--- config.mk ---
export PLATFORM = sky130hd
export DESIGN_NAME = aux_adc_sequencer
export DESIGN_NICKNAME = d
export VERILOG_FILES = /design/src/logic/aux_adc_sequencer.v
export VERILOG_INCLUDE_DIRS = /design/src /design/src/logic
export SDC_FILE = /design/constraint.sdc
export NUM_CORES = 1
export LEC_CHECK = 0
export BUFFER_PORTS_ARGS = -buffer_cell sky130_fd_sc_hd__buf_2
export CORE_AREA = 2 2 207 209
export CTS_BUF_LIST = sky130_fd_sc_hd__clkbuf_8
export CTS_CLUSTER_SIZE = 24
export DETAILED_ROUTE_END_ITERATION = 6
export DIE_AREA = 0 0 209 211
export PLACE_DENSITY = 0.64
export SYNTH_ARGS = -nofsm -noshare
export SYNTH_HDL_FRONTEND = slang
export SYNTH_SLANG_ARGS = --single-unit
--- constraint.sdc ---
create_clock -name sys_clk_i -period 4.4 [get_ports sys_clk_i]
set_clock_uncertainty 0.15 [all_clocks]
set_input_delay 0.44 -clock sys_clk_i [delete_from_list [all_inputs] [get_ports sys_clk_i]]
set_output_delay 0.44 -clock sys_clk_i [all_outputs]
set_load 0.01 [all_outputs]
--- src/logic/aux_adc_regs.vh ---
// register offsets, field positions, reset values and frame counts
// assumes: included by the sequencer file only
`ifndef AUX_ADC_REGS_VH
`define AUX_ADC_REGS_VH

`define OFS_CMP_POL 7'h4e
`define OFS_WAKE 7'h52
`define OFS_PIN_STAT 7'h54
`define OFS_PIN_FUNC 7'h56
`define OFS_ADD_DELAY 7'h5a
`define OFS_CMP_REF 7'h5c
`define OFS_MEAS_CTRL 7'h74
`define OFS_RATE_SLOT 7'h76
`define OFS_HOLD_GATE 7'h78
`define OFS_RESULT 7'h7a

`define BIT_FIRST_POL 15
`define BIT_SECOND_POL 14
`define BIT_WAKE_READY 12
`define BIT_STAT_DEAD 15
`define BIT_STAT_LOW 14
`define BIT_STAT_READY 12
`define BIT_PIN_FUNC 4
`define BIT_POLL 9
`define BIT_CONT 8
`define BIT_SLOT_RETURN_ENABLE 3
`define BIT_HOLD 9

`define RST_POL 2'h3
`define RST_SLOT 3'h6
`define RST_PIN_FUNC 1'h1

`define FRAMES_CR0 10'h200
`define FRAMES_CR1 10'h190
`define FRAMES_CR2 10'h138
`define FRAMES_CR3 10'h100
`define LOW_DELAY_BASE 5'h0c
`define FIRST_SLOT 4'h5

`endif

--- src/logic/aux_adc_sequencer.v ---
// auxiliary converter sequencer, result return and battery alarm logic
// assumes: register port and converter core run on sys_clk_i; link clock,
// frame sync, gate pin and comparators are asynchronous and get synchronised
// Overview of operation
// - rate field gives 512, 400, 312 or 256 frames between conversions
// - one input selected: one conversion per rate interval
// - several inputs selected: whole set converted once per interval
// - result word: unused top bit, source in 14:12, value in 11:0
// - source code 000 before any result, 100 to 111 for inputs one to four
// - single-shot bit reads zero once the measurement has finished
// - hold bit 0 overwrites result; 1 keeps it until read
// - slot return sends results in chosen slot and raises its tag
// - slot choice 000 to 110 maps slots 5 to 11, resets to 110
// - slot return enable resets to 0, results only via registers
// - gate mode 00 ignores gate; 01 stops conversions while gate high
// - gate mode 10: gate edge delays pending conversions by delay setting
// - gate mode 11: conversions wait for gate edge, then delay, then sample
// - ready flag rises per conversion, falls on read with slot return off, on slot send with it on
// - ready flag drives interrupt under wake enable, readable at bit 12
// - dead alarm is event bit 15, low alarm is event bit 14
// - polarity 0 alarms below reference, 1 alarms above; default 1
// - low alarm delay 000 none, else 2^13 to 2^19 frames
// - first comparator reference: 0 internal half supply, 1 input four
// - first source: 00 half supply or off, 01 pin one, 10 pin two
// - delayed low alarm sets event only if still active after delay
// - continuous bit 0 polling, 1 self-started sets at programmed rate
// - single-shot write starts a measurement; bit clears on completion
`timescale 1ns/1ps
`default_nettype none
`include "aux_adc_regs.vh"

module result_fifo #(
   parameter WIDTH = 16,
   parameter DEPTH = 16,
   parameter AW = 4
) (
   input wire clk_i,
   input wire rst_b_i,
   input wire in_valid_i,
   output wire in_ready_o,
   input wire [WIDTH-1:0] in_data_i,
   output wire out_valid_o,
   input wire out_ready_i,
   output wire [WIDTH-1:0] out_data_o
);
   reg [WIDTH-1:0] mem_q [0:DEPTH-1];
   reg [AW:0] wr_q;
   reg [AW:0] rd_q;
   wire push = in_valid_i & in_ready_o;
   wire pop = out_valid_o & out_ready_i;
   assign out_valid_o = (wr_q != rd_q);
   assign in_ready_o = ~((wr_q[AW] != rd_q[AW]) && (wr_q[AW-1:0] == rd_q[AW-1:0]));
   assign out_data_o = mem_q[rd_q[AW-1:0]];
   always @(posedge clk_i or negedge rst_b_i) begin
      if (!rst_b_i) begin
         wr_q <= {(AW+1){1'b0}};
         rd_q <= {(AW+1){1'b0}};
      end else begin
         if (push)
            wr_q <= wr_q + 1'b1;
         if (pop)
            rd_q <= rd_q + 1'b1;
      end
   end
   always @(posedge clk_i) begin
      if (push)
         mem_q[wr_q[AW-1:0]] <= in_data_i;
   end
endmodule

module aux_adc_sequencer (
   input wire sys_clk_i,
   input wire rst_b_i,
   input wire reg_wr_i,
   input wire reg_rd_i,
   input wire [6:0] reg_addr_i,
   input wire [15:0] reg_wdata_i,
   output reg [15:0] reg_rdata_o,
   input wire link_bclk_i,
   input wire link_sync_i,
   output reg slot_valid_o,
   output reg slot_tag_o,
   output reg [3:0] slot_num_o,
   output reg [15:0] slot_data_o,
   output reg adc_start_o,
   output reg [1:0] adc_chan_o,
   input wire adc_done_i,
   input wire [11:0] adc_value_i,
   input wire mask_pin_i,
   input wire dead_batt_cmp_i,
   input wire low_batt_cmp_i,
   output wire first_cmp_ref_select_o,
   output wire [1:0] first_cmp_source_o,
   output wire first_cmp_power_o,
   output reg dead_batt_event_o,
   output reg low_batt_event_o,
   output wire result_ready_o,
   output wire ready_irq_o,
   output wire ready_pin_o,
   output wire ready_pin_oe_o
);
   localparam S_IDLE = 2'h0;
   localparam S_GATE = 2'h1;
   localparam S_DELAY = 2'h2;
   localparam S_CONV = 2'h3;

   // register fields
   reg [1:0] pol_q;
   reg wake_q;
   reg pin_func_q;
   reg [2:0] low_batt_delay_q;
   reg first_cmp_ref_select_q;
   reg [1:0] first_cmp_source_q;
   reg poll_q;
   reg continuous_select_q;
   reg [3:0] input_select_field_q;
   reg [1:0] conv_rate_q;
   reg [3:0] gate_delay_q;
   reg slot_return_enable_q;
   reg [2:0] slot_choice_q;
   reg hold_q;
   reg [1:0] gate_mode_q;
   reg [15:0] result_q;
   reg unread_q;
   reg ready_q;

   // synchronisers; stage one is read only by stage two
   reg [1:0] bclk_s_q;
   reg [1:0] sync_s_q;
   reg [1:0] mask_s_q;
   reg [1:0] dead_s_q;
   reg [1:0] low_s_q;
   reg sync_seen_q;
   reg mask_prev_q;
   wire bclk_rise;
   always @(posedge sys_clk_i or negedge rst_b_i) begin
      if (!rst_b_i) begin
         bclk_s_q <= 2'h0;
         sync_s_q <= 2'h0;
         mask_s_q <= 2'h0;
         dead_s_q <= 2'h0;
         low_s_q <= 2'h0;
         sync_seen_q <= 1'b0;
         mask_prev_q <= 1'b0;
      end else begin
         bclk_s_q <= {bclk_s_q[0], link_bclk_i};
         sync_s_q <= {sync_s_q[0], link_sync_i};
         mask_s_q <= {mask_s_q[0], mask_pin_i};
         dead_s_q <= {dead_s_q[0], dead_batt_cmp_i};
         low_s_q <= {low_s_q[0], low_batt_cmp_i};
         if (bclk_rise)
            sync_seen_q <= sync_s_q[1];
         mask_prev_q <= mask_s_q[1];
      end
   end
   reg bclk_prev_q;
   always @(posedge sys_clk_i or negedge rst_b_i) begin
      if (!rst_b_i)
         bclk_prev_q <= 1'b0;
      else
         bclk_prev_q <= bclk_s_q[1];
   end
   assign bclk_rise = bclk_s_q[1] & ~bclk_prev_q;
   // a frame starts where sync is first sampled high on a bit clock edge
   wire frame_start = bclk_rise & sync_s_q[1] & ~sync_seen_q;
   wire mask_edge = mask_s_q[1] ^ mask_prev_q;

   // conversion interval counted in frames
   reg [9:0] interval;
   always @* begin
      case (conv_rate_q)
         2'h0: interval = `FRAMES_CR0;
         2'h1: interval = `FRAMES_CR1;
         2'h2: interval = `FRAMES_CR2;
         default: interval = `FRAMES_CR3;
      endcase
   end
   reg [9:0] frame_cnt_q;
   wire tick = frame_start && (frame_cnt_q >= interval - 10'h001);

   // result fifo towards the slot
   wire fifo_in_ready;
   wire fifo_out_valid;
   wire [15:0] fifo_out_data;
   reg fifo_push;
   wire [15:0] new_word;
   wire fifo_pop = frame_start & fifo_out_valid;
   result_fifo #(.WIDTH(16), .DEPTH(16), .AW(4)) u_fifo (
      .clk_i(sys_clk_i),
      .rst_b_i(rst_b_i),
      .in_valid_i(fifo_push),
      .in_ready_o(fifo_in_ready),
      .in_data_i(new_word),
      .out_valid_o(fifo_out_valid),
      .out_ready_i(frame_start),
      .out_data_o(fifo_out_data)
   );

   // sequencer
   reg [1:0] state_q;
   reg [3:0] pending_q;
   reg [3:0] gate_cnt_q;
   reg [1:0] cur_q;
   reg busy_q;
   reg gated_q;
   wire [3:0] lowest = pending_q & (~pending_q + 4'h1);
   wire [1:0] pick = lowest[0] ? 2'h0 : lowest[1] ? 2'h1 : lowest[2] ? 2'h2 : 2'h3;
   assign new_word = {1'b0, 1'b1, cur_q, adc_value_i};
   wire poll_write = reg_wr_i && (reg_addr_i == `OFS_MEAS_CTRL) &&
                     reg_wdata_i[`BIT_POLL] && !reg_wdata_i[`BIT_CONT];
   // a poll write starts on the select bits it carries; the field updates too late
   wire [3:0] start_sel = poll_write ? reg_wdata_i[7:4] : input_select_field_q;
   wire result_read = reg_rd_i && (reg_addr_i == `OFS_RESULT);
   wire conv_done = (state_q == S_CONV) && busy_q && adc_done_i;
   // back-pressure: with slot return enabled, no new conversion while the slot fifo is full
   wire can_start = !slot_return_enable_q || fifo_in_ready;
   wire gate_block = (gate_mode_q == 2'h1) && mask_s_q[1];

   always @(posedge sys_clk_i or negedge rst_b_i) begin
      if (!rst_b_i) begin
         state_q <= S_IDLE;
         pending_q <= 4'h0;
         gate_cnt_q <= 4'h0;
         cur_q <= 2'h0;
         busy_q <= 1'b0;
         gated_q <= 1'b0;
         adc_start_o <= 1'b0;
         adc_chan_o <= 2'h0;
         frame_cnt_q <= 10'h000;
         fifo_push <= 1'b0;
      end else begin
         adc_start_o <= 1'b0;
         fifo_push <= 1'b0;
         if (frame_start)
            frame_cnt_q <= tick ? 10'h000 : frame_cnt_q + 10'h001;
         case (state_q)
            S_IDLE: begin
               if ((continuous_select_q && tick) || poll_write) begin
                  pending_q <= start_sel;
                  if (start_sel != 4'h0)
                     state_q <= (gate_mode_q == 2'h3) ? S_GATE : S_CONV;
               end
            end
            S_GATE: begin
               if (gate_mode_q != 2'h3)
                  state_q <= S_CONV;
               else if (mask_edge) begin
                  gate_cnt_q <= gate_delay_q;
                  state_q <= S_DELAY;
               end
            end
            S_DELAY: begin
               if (gate_cnt_q == 4'h0) begin
                  state_q <= S_CONV;
                  gated_q <= 1'b1;
               end else if (frame_start)
                  gate_cnt_q <= gate_cnt_q - 4'h1;
            end
            S_CONV: begin
               if (!busy_q) begin
                  if (gate_mode_q == 2'h2 && mask_edge) begin
                     gate_cnt_q <= gate_delay_q;
                     state_q <= S_DELAY;
                  end else if (gate_mode_q == 2'h3 && !gated_q) begin
                     // edge wait chosen while a set is pending still waits
                     state_q <= S_GATE;
                  end else if (!gate_block && can_start) begin
                     gated_q <= 1'b0;
                     adc_start_o <= 1'b1;
                     adc_chan_o <= pick;
                     cur_q <= pick;
                     busy_q <= 1'b1;
                  end
               end else if (adc_done_i) begin
                  busy_q <= 1'b0;
                  fifo_push <= slot_return_enable_q;
                  pending_q <= pending_q & ~(4'h1 << cur_q);
                  if ((pending_q & ~(4'h1 << cur_q)) == 4'h0)
                     state_q <= S_IDLE;
                  else if (gate_mode_q == 2'h3)
                     state_q <= S_GATE;
               end
            end
            default: state_q <= S_IDLE;
         endcase
      end
   end

   // result register, ready flag
   always @(posedge sys_clk_i or negedge rst_b_i) begin
      if (!rst_b_i) begin
         result_q <= 16'h0000;
         unread_q <= 1'b0;
         ready_q <= 1'b0;
      end else begin
         if (conv_done && !(hold_q && unread_q))
            result_q <= new_word;
         if (conv_done)
            unread_q <= 1'b1;
         else if (result_read)
            unread_q <= 1'b0;
         // set wins over clear
         if (conv_done)
            ready_q <= 1'b1;
         else if (!slot_return_enable_q && result_read)
            ready_q <= 1'b0;
         else if (slot_return_enable_q && fifo_pop)
            ready_q <= 1'b0;
      end
   end
   assign result_ready_o = ready_q;
   assign ready_irq_o = ready_q & wake_q;
   assign ready_pin_o = ready_q;
   assign ready_pin_oe_o = ~pin_func_q & (gate_mode_q == 2'h0);

   // slot return on the link
   always @(posedge sys_clk_i or negedge rst_b_i) begin
      if (!rst_b_i) begin
         slot_valid_o <= 1'b0;
         slot_tag_o <= 1'b0;
         slot_num_o <= 4'h0;
         slot_data_o <= 16'h0000;
      end else begin
         slot_valid_o <= frame_start;
         if (frame_start) begin
            slot_tag_o <= fifo_out_valid;
            slot_num_o <= `FIRST_SLOT + {1'b0, slot_choice_q};
            slot_data_o <= fifo_out_valid ? fifo_out_data : 16'h0000;
         end
      end
   end

   // comparators
   assign first_cmp_ref_select_o = first_cmp_ref_select_q;
   assign first_cmp_source_o = first_cmp_source_q;
   assign first_cmp_power_o = (first_cmp_source_q != 2'h0) || first_cmp_ref_select_q;
   wire dead_alarm = first_cmp_power_o &
                     (pol_q[1] ? dead_s_q[1] : ~dead_s_q[1]);
   wire low_alarm = pol_q[0] ? low_s_q[1] : ~low_s_q[1];
   reg [19:0] low_cnt_q;
   reg low_wait_q;
   always @(posedge sys_clk_i or negedge rst_b_i) begin
      if (!rst_b_i) begin
         dead_batt_event_o <= 1'b0;
         low_batt_event_o <= 1'b0;
         low_cnt_q <= 20'h00000;
         low_wait_q <= 1'b0;
      end else begin
         dead_batt_event_o <= dead_alarm;
         if (!low_alarm) begin
            low_batt_event_o <= 1'b0;
            low_wait_q <= 1'b0;
         end else if (low_batt_delay_q == 3'h0) begin
            low_batt_event_o <= 1'b1;
         end else if (!low_batt_event_o && !low_wait_q) begin
            low_wait_q <= 1'b1;
            low_cnt_q <= 20'h00001 << (`LOW_DELAY_BASE + {2'h0, low_batt_delay_q});
         end else if (low_wait_q && frame_start) begin
            if (low_cnt_q == 20'h00001) begin
               low_wait_q <= 1'b0;
               low_batt_event_o <= 1'b1;
            end else
               low_cnt_q <= low_cnt_q - 20'h00001;
         end
      end
   end

   // register writes
   always @(posedge sys_clk_i or negedge rst_b_i) begin
      if (!rst_b_i) begin
         pol_q <= `RST_POL;
         wake_q <= 1'b0;
         pin_func_q <= `RST_PIN_FUNC;
         low_batt_delay_q <= 3'h0;
         first_cmp_ref_select_q <= 1'b0;
         first_cmp_source_q <= 2'h0;
         poll_q <= 1'b0;
         continuous_select_q <= 1'b0;
         input_select_field_q <= 4'h0;
         conv_rate_q <= 2'h0;
         gate_delay_q <= 4'h0;
         slot_return_enable_q <= 1'b0;
         slot_choice_q <= `RST_SLOT;
         hold_q <= 1'b0;
         gate_mode_q <= 2'h0;
      end else begin
         if (reg_wr_i) begin
            case (reg_addr_i)
               `OFS_CMP_POL: pol_q <= reg_wdata_i[15:14];
               `OFS_WAKE: wake_q <= reg_wdata_i[`BIT_WAKE_READY];
               `OFS_PIN_FUNC: pin_func_q <= reg_wdata_i[`BIT_PIN_FUNC];
               `OFS_ADD_DELAY: low_batt_delay_q <= reg_wdata_i[15:13];
               `OFS_CMP_REF: begin
                  first_cmp_ref_select_q <= reg_wdata_i[14];
                  first_cmp_source_q <= reg_wdata_i[13:12];
               end
               `OFS_MEAS_CTRL: begin
                  continuous_select_q <= reg_wdata_i[`BIT_CONT];
                  input_select_field_q <= reg_wdata_i[7:4];
               end
               `OFS_RATE_SLOT: begin
                  conv_rate_q <= reg_wdata_i[9:8];
                  gate_delay_q <= reg_wdata_i[7:4];
                  slot_return_enable_q <= reg_wdata_i[`BIT_SLOT_RETURN_ENABLE];
                  slot_choice_q <= reg_wdata_i[2:0];
               end
               `OFS_HOLD_GATE: begin
                  hold_q <= reg_wdata_i[`BIT_HOLD];
                  gate_mode_q <= reg_wdata_i[7:6];
               end
               default: ;
            endcase
         end
         if (poll_write)
            poll_q <= 1'b1;
         else if (conv_done && state_q == S_CONV &&
                  (pending_q & ~(4'h1 << cur_q)) == 4'h0)
            poll_q <= 1'b0;
      end
   end

   // register reads
   always @(posedge sys_clk_i or negedge rst_b_i) begin
      if (!rst_b_i)
         reg_rdata_o <= 16'h0000;
      else if (reg_rd_i) begin
         case (reg_addr_i)
            `OFS_CMP_POL: reg_rdata_o <= {pol_q, 14'h0000};
            `OFS_WAKE: reg_rdata_o <= {3'h0, wake_q, 12'h000};
            `OFS_PIN_STAT: reg_rdata_o <= {dead_batt_event_o, low_batt_event_o,
                                           1'b0, ready_q, 12'h000};
            `OFS_PIN_FUNC: reg_rdata_o <= {11'h000, pin_func_q, 4'h0};
            `OFS_ADD_DELAY: reg_rdata_o <= {low_batt_delay_q, 13'h0000};
            `OFS_CMP_REF: reg_rdata_o <= {1'b0, first_cmp_ref_select_q,
                                          first_cmp_source_q, 12'h000};
            `OFS_MEAS_CTRL: reg_rdata_o <= {6'h00, poll_q, continuous_select_q,
                                            input_select_field_q, 4'h0};
            `OFS_RATE_SLOT: reg_rdata_o <= {6'h00, conv_rate_q, gate_delay_q,
                                            slot_return_enable_q, slot_choice_q};
            `OFS_HOLD_GATE: reg_rdata_o <= {6'h00, hold_q, 1'b0, gate_mode_q, 6'h00};
            `OFS_RESULT: reg_rdata_o <= result_q;
            default: reg_rdata_o <= 16'h0000;
         endcase
      end
   end
endmodule
`default_nettype wire

Word-level counts from Yosys, hierarchy flattened. Memories as Yosys holds them, arrays and structs flattened. Index checks and enable logic that the tools add are counted. Widths: inputs -> output; s select.

Logic and storage cells: 264. Memory bits (writable): 224. Register bits after elaboration: 156. Input port bits: 45. Memories kept: 1.

Memory list: u_fifo.mem_q (depth 16, bits a word 14, read ports 1, clocked after Yosys merged registers in 0, write ports 1, line aux_adc_sequencer.v:46) `reg [WIDTH-1:0] mem_q [0:DEPTH-1];`.

$lt $le $gt $ge: 1. Bitwise logic cells: 23. Reduce and logical (&&, ||, !) cells: 62. Shift-type cells: 2. Multiplexer cells: 72. Add/subtract/negate cells: 9. Equal/unequal tests: 48.

Operators by type and width (count): $pmux 16 s10 (1); $eq 7x7->1 const B (10); $mux 20 (3); $mux 4 (10); $mux 1 (37); $ne 2x2->1 const B (17); $pmux 10 s3 (1); $mux 2 (14); $logic_and 1x1->1 (21); $eq 20x1->1 const B (1); $shl 1x5->20 const A (1); $sub 20x1->20 const B (1); $mux 16 (1); $reduce_and 2->1 (8); $reduce_and 7->1 (2); $ne 3x1->1 const B (4); $pmux 4 s3 (1); $reduce_bool 2->1 (6); $add 10x1->10 const B (1); $add 5x1->5 const B (2); $eq 2x2->1 const B (5); $ge 10x10->1 (1); $mux 10 (1); $not 1->1 (10); 33 further kinds (58).

Longest topological paths before layout.
Word-level depth: 10. Gate-level depth with buffers: 10. Depth with buffers taken out: 10.

By module. Synthesis repeated with hierarchy kept, for this count alone.

Cells, all modules: 1178. Area, all modules: 17575.6 um^2.

Modules (own cells, without submodules): result_fifo (area each 10432.5 um^2, cells each 478, instances 1); aux_adc_sequencer (area each 7143.1 um^2, cells each 700, instances 1).

Least setup slack after synthesis. OpenSTA, ideal clock, no wires.

Path kind: register -> register. From: register u_fifo.rd_q[0]. To: memory u_fifo.mem_q[3][0] (netlist name) (enable). Period minus slack after synthesis: 3.062 ns. Stages on the path, launching flop included: 10. Setup slack: 1.338 ns. Arrival: 2.509 ns. Data required time: 3.847 ns. Path through: dfrtp_1 -> clkbuf_1 -> buf_4 -> xor2_1 -> nor4_1 -> nand2_1 -> and2_1 -> clkbuf_1 -> nand2_1 -> nor3_1.

Longest elaborated chain between the ends: 6.

Ends and longest elaborated chain: start: declaration (line aux_adc_sequencer.v:48) `reg [AW:0] rd_q;`; start signal: assignment (line aux_adc_sequencer.v:57) `rd_q <= {(AW+1){1'b0}};`; start signal: assignment (line aux_adc_sequencer.v:62) `rd_q <= rd_q + 1'b1;`; $eq 4x4->1 (line aux_adc_sequencer.v:52) `assign in_ready_o = ~((wr_q[AW] != rd_q[AW]) && (wr_q[AW-1:0] == rd_q[AW-1:0]));`; $logic_and 1x1->1 (line aux_adc_sequencer.v:52); $not 1->1 (line aux_adc_sequencer.v:52); $and 1x1->1 (line aux_adc_sequencer.v:49) `wire push = in_valid_i & in_ready_o;`; $mux 1 (line aux_adc_sequencer.v:66) `if (push)`; $mux 1 (implied by the code) (line aux_adc_sequencer.v:67) `mem_q[wr_q[AW-1:0]] <= in_data_i;`; end: declaration (line aux_adc_sequencer.v:46).

No other way between the ends.

Worst setup path in the final report.
From: register conv_rate_q[1]. To: register state_q[0].

Longest elaborated chain between the ends: 9.

Ends and longest elaborated chain: start: declaration (line aux_adc_sequencer.v:117) `reg [1:0] conv_rate_q;`; start signal: assignment (line aux_adc_sequencer.v:402) `conv_rate_q <= reg_wdata_i[9:8];`; $eq 2x2->1 (tied with other cells) (line aux_adc_sequencer.v:171) `case (conv_rate_q)`; $pmux 10 s3 (*) (line aux_adc_sequencer.v:171); $sub 10x1->10 (*) (line aux_adc_sequencer.v:179) `wire tick = frame_start && (frame_cnt_q >= interval - 10'h001);`; $ge 10x10->1 (*) (line aux_adc_sequencer.v:179); $logic_and 1x1->1 (*) (line aux_adc_sequencer.v:179); $logic_and 1x1->1 (*) (line aux_adc_sequencer.v:238) `if ((continuous_select_q && tick) || poll_write) begin`; $logic_or 1x1->1 (*) (line aux_adc_sequencer.v:238); $ne 2x2->1 (no line) (*); $reduce_and 7->1 (no line) (*); end signal: assignment (line aux_adc_sequencer.v:241) `state_q <= (gate_mode_q == 2'h3) ? S_GATE : S_CONV;`; end: declaration (line aux_adc_sequencer.v:200) `reg [1:0] state_q;`.

Mark *: on every way between the ends. The rest lies on a longest branch, timed or not. A chain may end at the register's enable or synchronous reset.

==> impl_summary.txt <==
----------------------------------------------------
[Setup path]
  Critical path capture point ... state_q[0]$_DFFE_PN0P_
  Endpoint of the lowest-slack register-to-register path ... state_q[0]$_DFFE_PN0P_
  Critical Path Source Type ... flip-flop
  Worst endpoint required time ... 4.75 ns
  Crit path max fanout ... 6
  Data arrival time of the critical path ... 3.57 ns
  Worst setup path startpoint ... conv_rate_q[1]$_DFFE_PN0P_
  R2R depth ... 10
  Crit Path Class ... reg2reg
  Element type at the critical path end ... flip-flop
  Register-to-register setup slack ... 1.18 ns
  Startpoint of the worst register-to-register path ... conv_rate_q[1]$_DFFE_PN0P_

[STA]
  Final Max Tran Viols ... 0
  Crit path time final ... 3.22 ns
  Slew at the pin closest to its max-slew limit ... 1.04 ns
  Unrepaired setup endpoints after global routing ... no
  Final Cycle Share ... 0.732
  Post-Route Setup TNS ... 0 ns
  Highest achievable clock rate ... 310 MHz
  Setup violation total in the final timing report ... 0
  Number of hold-slack violations in the final timing report ... 0
  Slew headroom ... 0.306

[Layout]
  Area used by multi-input combinational logic ... 5150 µm²
  Layout area overhead ... 15.7%
  Area of all placed cells without fillers ... 18700 µm²
  Register cell area after layout ... 10600 µm²
  Layout Nets ... 1298
  Number of fill cells in the layout ... 3713
  Fraction of layout instances using a drive strength above 1 ... 0.270
  Number of antenna repair diodes ... 0
  Layout Utilization ... 0.447
  Final cell count without fillers ... 1820

[Detailed routing]
  Post-route DRC violation count ... 0
  First-pass DRT Iterations ... 5
  Routed via count ... 9617
  Number of DRC markers after the initial detailed-route iteration ... 727
  Average wire per standard cell ... 20.2 µm
  WL final ... 36.8 mm
  Post-route antenna net violation count ... 0
  Via/cell ratio ... 5.28

[Yosys]
  Synth Flop Type ... edfxtp_1
  Area of the mapped netlist ... 16100 µm²
  Post-synthesis sequential area ratio ... 0.657
  Cell type with the highest aggregate area in the netlist ... edfxtp_1
  Post-synth top cells ... 224 x edfxtp_1, 149 x dfrtp_1, 83 x nand2_1
  Share of synthesized flip-flops with an asynchronous set or reset ... 0.407
  Cell types with the largest area share after synthesis ... edfxtp_1 42%, dfrtp_1 23%, mux4_2 9.8%
  Cell with the most instances after synthesis ... edfxtp_1
  Post-synth top area share ... 0.417
  Average instance area after synthesis ... 15.0 µm²
  Post-synthesis register bit count ... 378
  Syn_nets ... 1141
  Number of enable-type register cells in the synthesized netlist ... 224
  Number of warnings issued by yosys ... 0
  Synthesized netlist cell count ... 1073
  Number of distinct library cells after synthesis ... 74

[CTS]
  Clk slew on worst S/H paths ... 0.07 ns
  Clock sink total ... 378
  Total CTS buffers ... 59
  Number of H-tree levels ... 2
  CTS tree ... done
  Clock insertion delay at the later pin of the skew report ... 0.64 ns
  CTS max path bufs ... 3
  Clock tree root buffer cell ... clkbuf_8

[Global routing]
  Largest net degree at the start of global routing ... 71
  First-pass GRT wire length ... 57.3 mm
  Overall overflow remaining after global route ... 0
  Overall global routing resource usage ... 0.169
  Initial antenna violation count ... 0
  Via count of the first global-routing pass ... 9889

[Floorplanning]
  Placement row count ... 75
  Top-Level Pins ... 96
  Die area ... 44100 µm²
  Placeable core region ... 41800 µm²
  Die width ... 209 µm
  Vertical die dimension ... 211 µm
  Effective utilization at floorplan ... 0.386

[Place]
  Cell Count Post-Placement ... 1686
  Number of I/O port buffers ... 92
  Final HPWL from detailed placement ... 23.6 mm
  Final RePlAce weighted congestion ... 0.849
  Placed Area ... 17300 µm²

[Pwr]
  Static Leak ... 7.21 nW
  Power density relative to cell area ... 483 nW/µm²
  Highest ir drop seen on vdd ... 0.306 mV
  Total power draw ... 9.01 mW

[Run]
  # Max-Cap Violations ... 0

[Status]
  Result of the run ... completed

[Worst hold path]
  Type of the tightest min-delay check ... in2reg

----------------------------------------------------
## final cells by class
class	instances	area share
repair buffers	143	0.0485
clock buffers	63	0.0465
inverters	50	0.0101
flip-flops and latches	378	0.568
multi-input cells	598	0.276
well taps	539	0.0361
clock inverters	49	0.0151
## kinds of logic after synthesis
logic type / Yosys count / synth area share
AO/OA/AOI/OAI: 149 / 0.0615
other: 1 / 0.000233
buffers and inverters: 97 / 0.0251
XOR/XNOR: 33 / 0.0179
flip-flops: 378 / 0.657
adder cells (fa/ha/maj): 23 / 0.0179
AND/OR/NAND/NOR: 269 / 0.0862
multiplexers: 123 / 0.135
## power by group
group / switching [mW] / internal (mW) / leakage, nW
Sequential: 0.274 / 4.05 / 3.99
Clock: 1.39 / 1.45 / 0.669
Combinational: 0.938 / 0.901 / 2.55
Total: 2.60 / 6.41 / 7.21
## worst max-delay path, stage by stage, from the launching register on
cell       delay (ns)
dfrtp_1          0.45
inv_1            0.11
ha_1             0.21
xnor2_1          0.19
ha_1             0.29
and3_1           0.17
a2111oi_0        0.50
nor2_1           0.21
and2_1           0.24
o21bai_1         0.21
mux2_2           0.36
## stage by stage
step	hold slack (ns)	setup slack, ns
after detailed placement	0.187	1.27
final	0.0499	1.18
after CTS	0.0170	1.26
after global placement	0.183	1.32
after global routing	0.0338	0.948
after floorplan	-0.00559	1.34
## flip-flops by register name, summed over array words and instances, names as in the netlist, 3 cells and up
signal / flops
pending_q: 4
input_select_field_q: 4
slot_data_o: 15
u_fifo.mem_q: 224
u_fifo.rd_q: 5
slot_num_o: 4
frame_cnt_q: 10
gate_cnt_q: 4
low_batt_delay_q: 3
slot_choice_q: 3
low_cnt_q: 20
gate_delay_q: 4
reg_rdata_o: 16
result_q: 15
u_fifo.wr_q: 5
## cell usage in the layout (no fill, tap or decap), drive strengths merged, types with 4 or more instances in the layout
cell	synthesis	routed
nor2	62	62
o211ai	8	8
edfxtp	224	224
nor3	26	26
mux2	49	49
nor4	12	12
nand3b	6	6
nor3b	4	4
nand2b	15	15
ha	23	23
nand2	83	83
o21ai	51	51
buf	26	121
a22o	10	10
dfstp	5	5
a21oi	19	19
dfrtp	149	149
a21o	8	8
mux4	70	70
clkbuf	21	63
dlygate4sd3	0	22
and2	8	8
mux2i	4	4
a221oi	5	5
inv	50	73
or3	11	11
xnor2	17	17
o21a	4	4
o22ai	14	14
clkinv	0	22
nand3	24	24
nand4	4	4
xor2	16	16
## layer usage
layer  track usage  routed length, µm  share of wire
met2         0.286              18200           0.50
met4        0.0571                918          0.025
met3        0.0297               1950          0.053
met5             0                  0              0
met1         0.223              15700           0.43
## how the worst min path moves through the flow
stage | start | to | slack, ns | cells after the start
finish | adc_value_i[8] | u_fifo.mem_q[13][8]$_DFFE_PP_ | 0.05 | 1
global route | adc_value_i[8] | u_fifo.mem_q[10][8]$_DFFE_PP_ | 0.03 | 1
CTS | adc_value_i[8] | u_fifo.mem_q[13][8]$_DFFE_PP_ | 0.02 | 1
detailed placement | low_s_q[0]$_DFF_PN0_ | low_s_q[1]$_DFF_PN0_ | 0.19 | 0
global placement | bclk_s_q[0]$_DFF_PN0_ | bclk_s_q[1]$_DFF_PN0_ | 0.18 | 0
floorplan | rst_b_i | adc_start_o$_DFF_PN0_ | -0.006 | 0
## timing repair
item	4_1_cts	5_1_grt
hold buffers	22	0
resized for setup	0	0
buffers inserted	0	0
hold endpoints to repair	114	0
(Power assumes the default switching activity.)
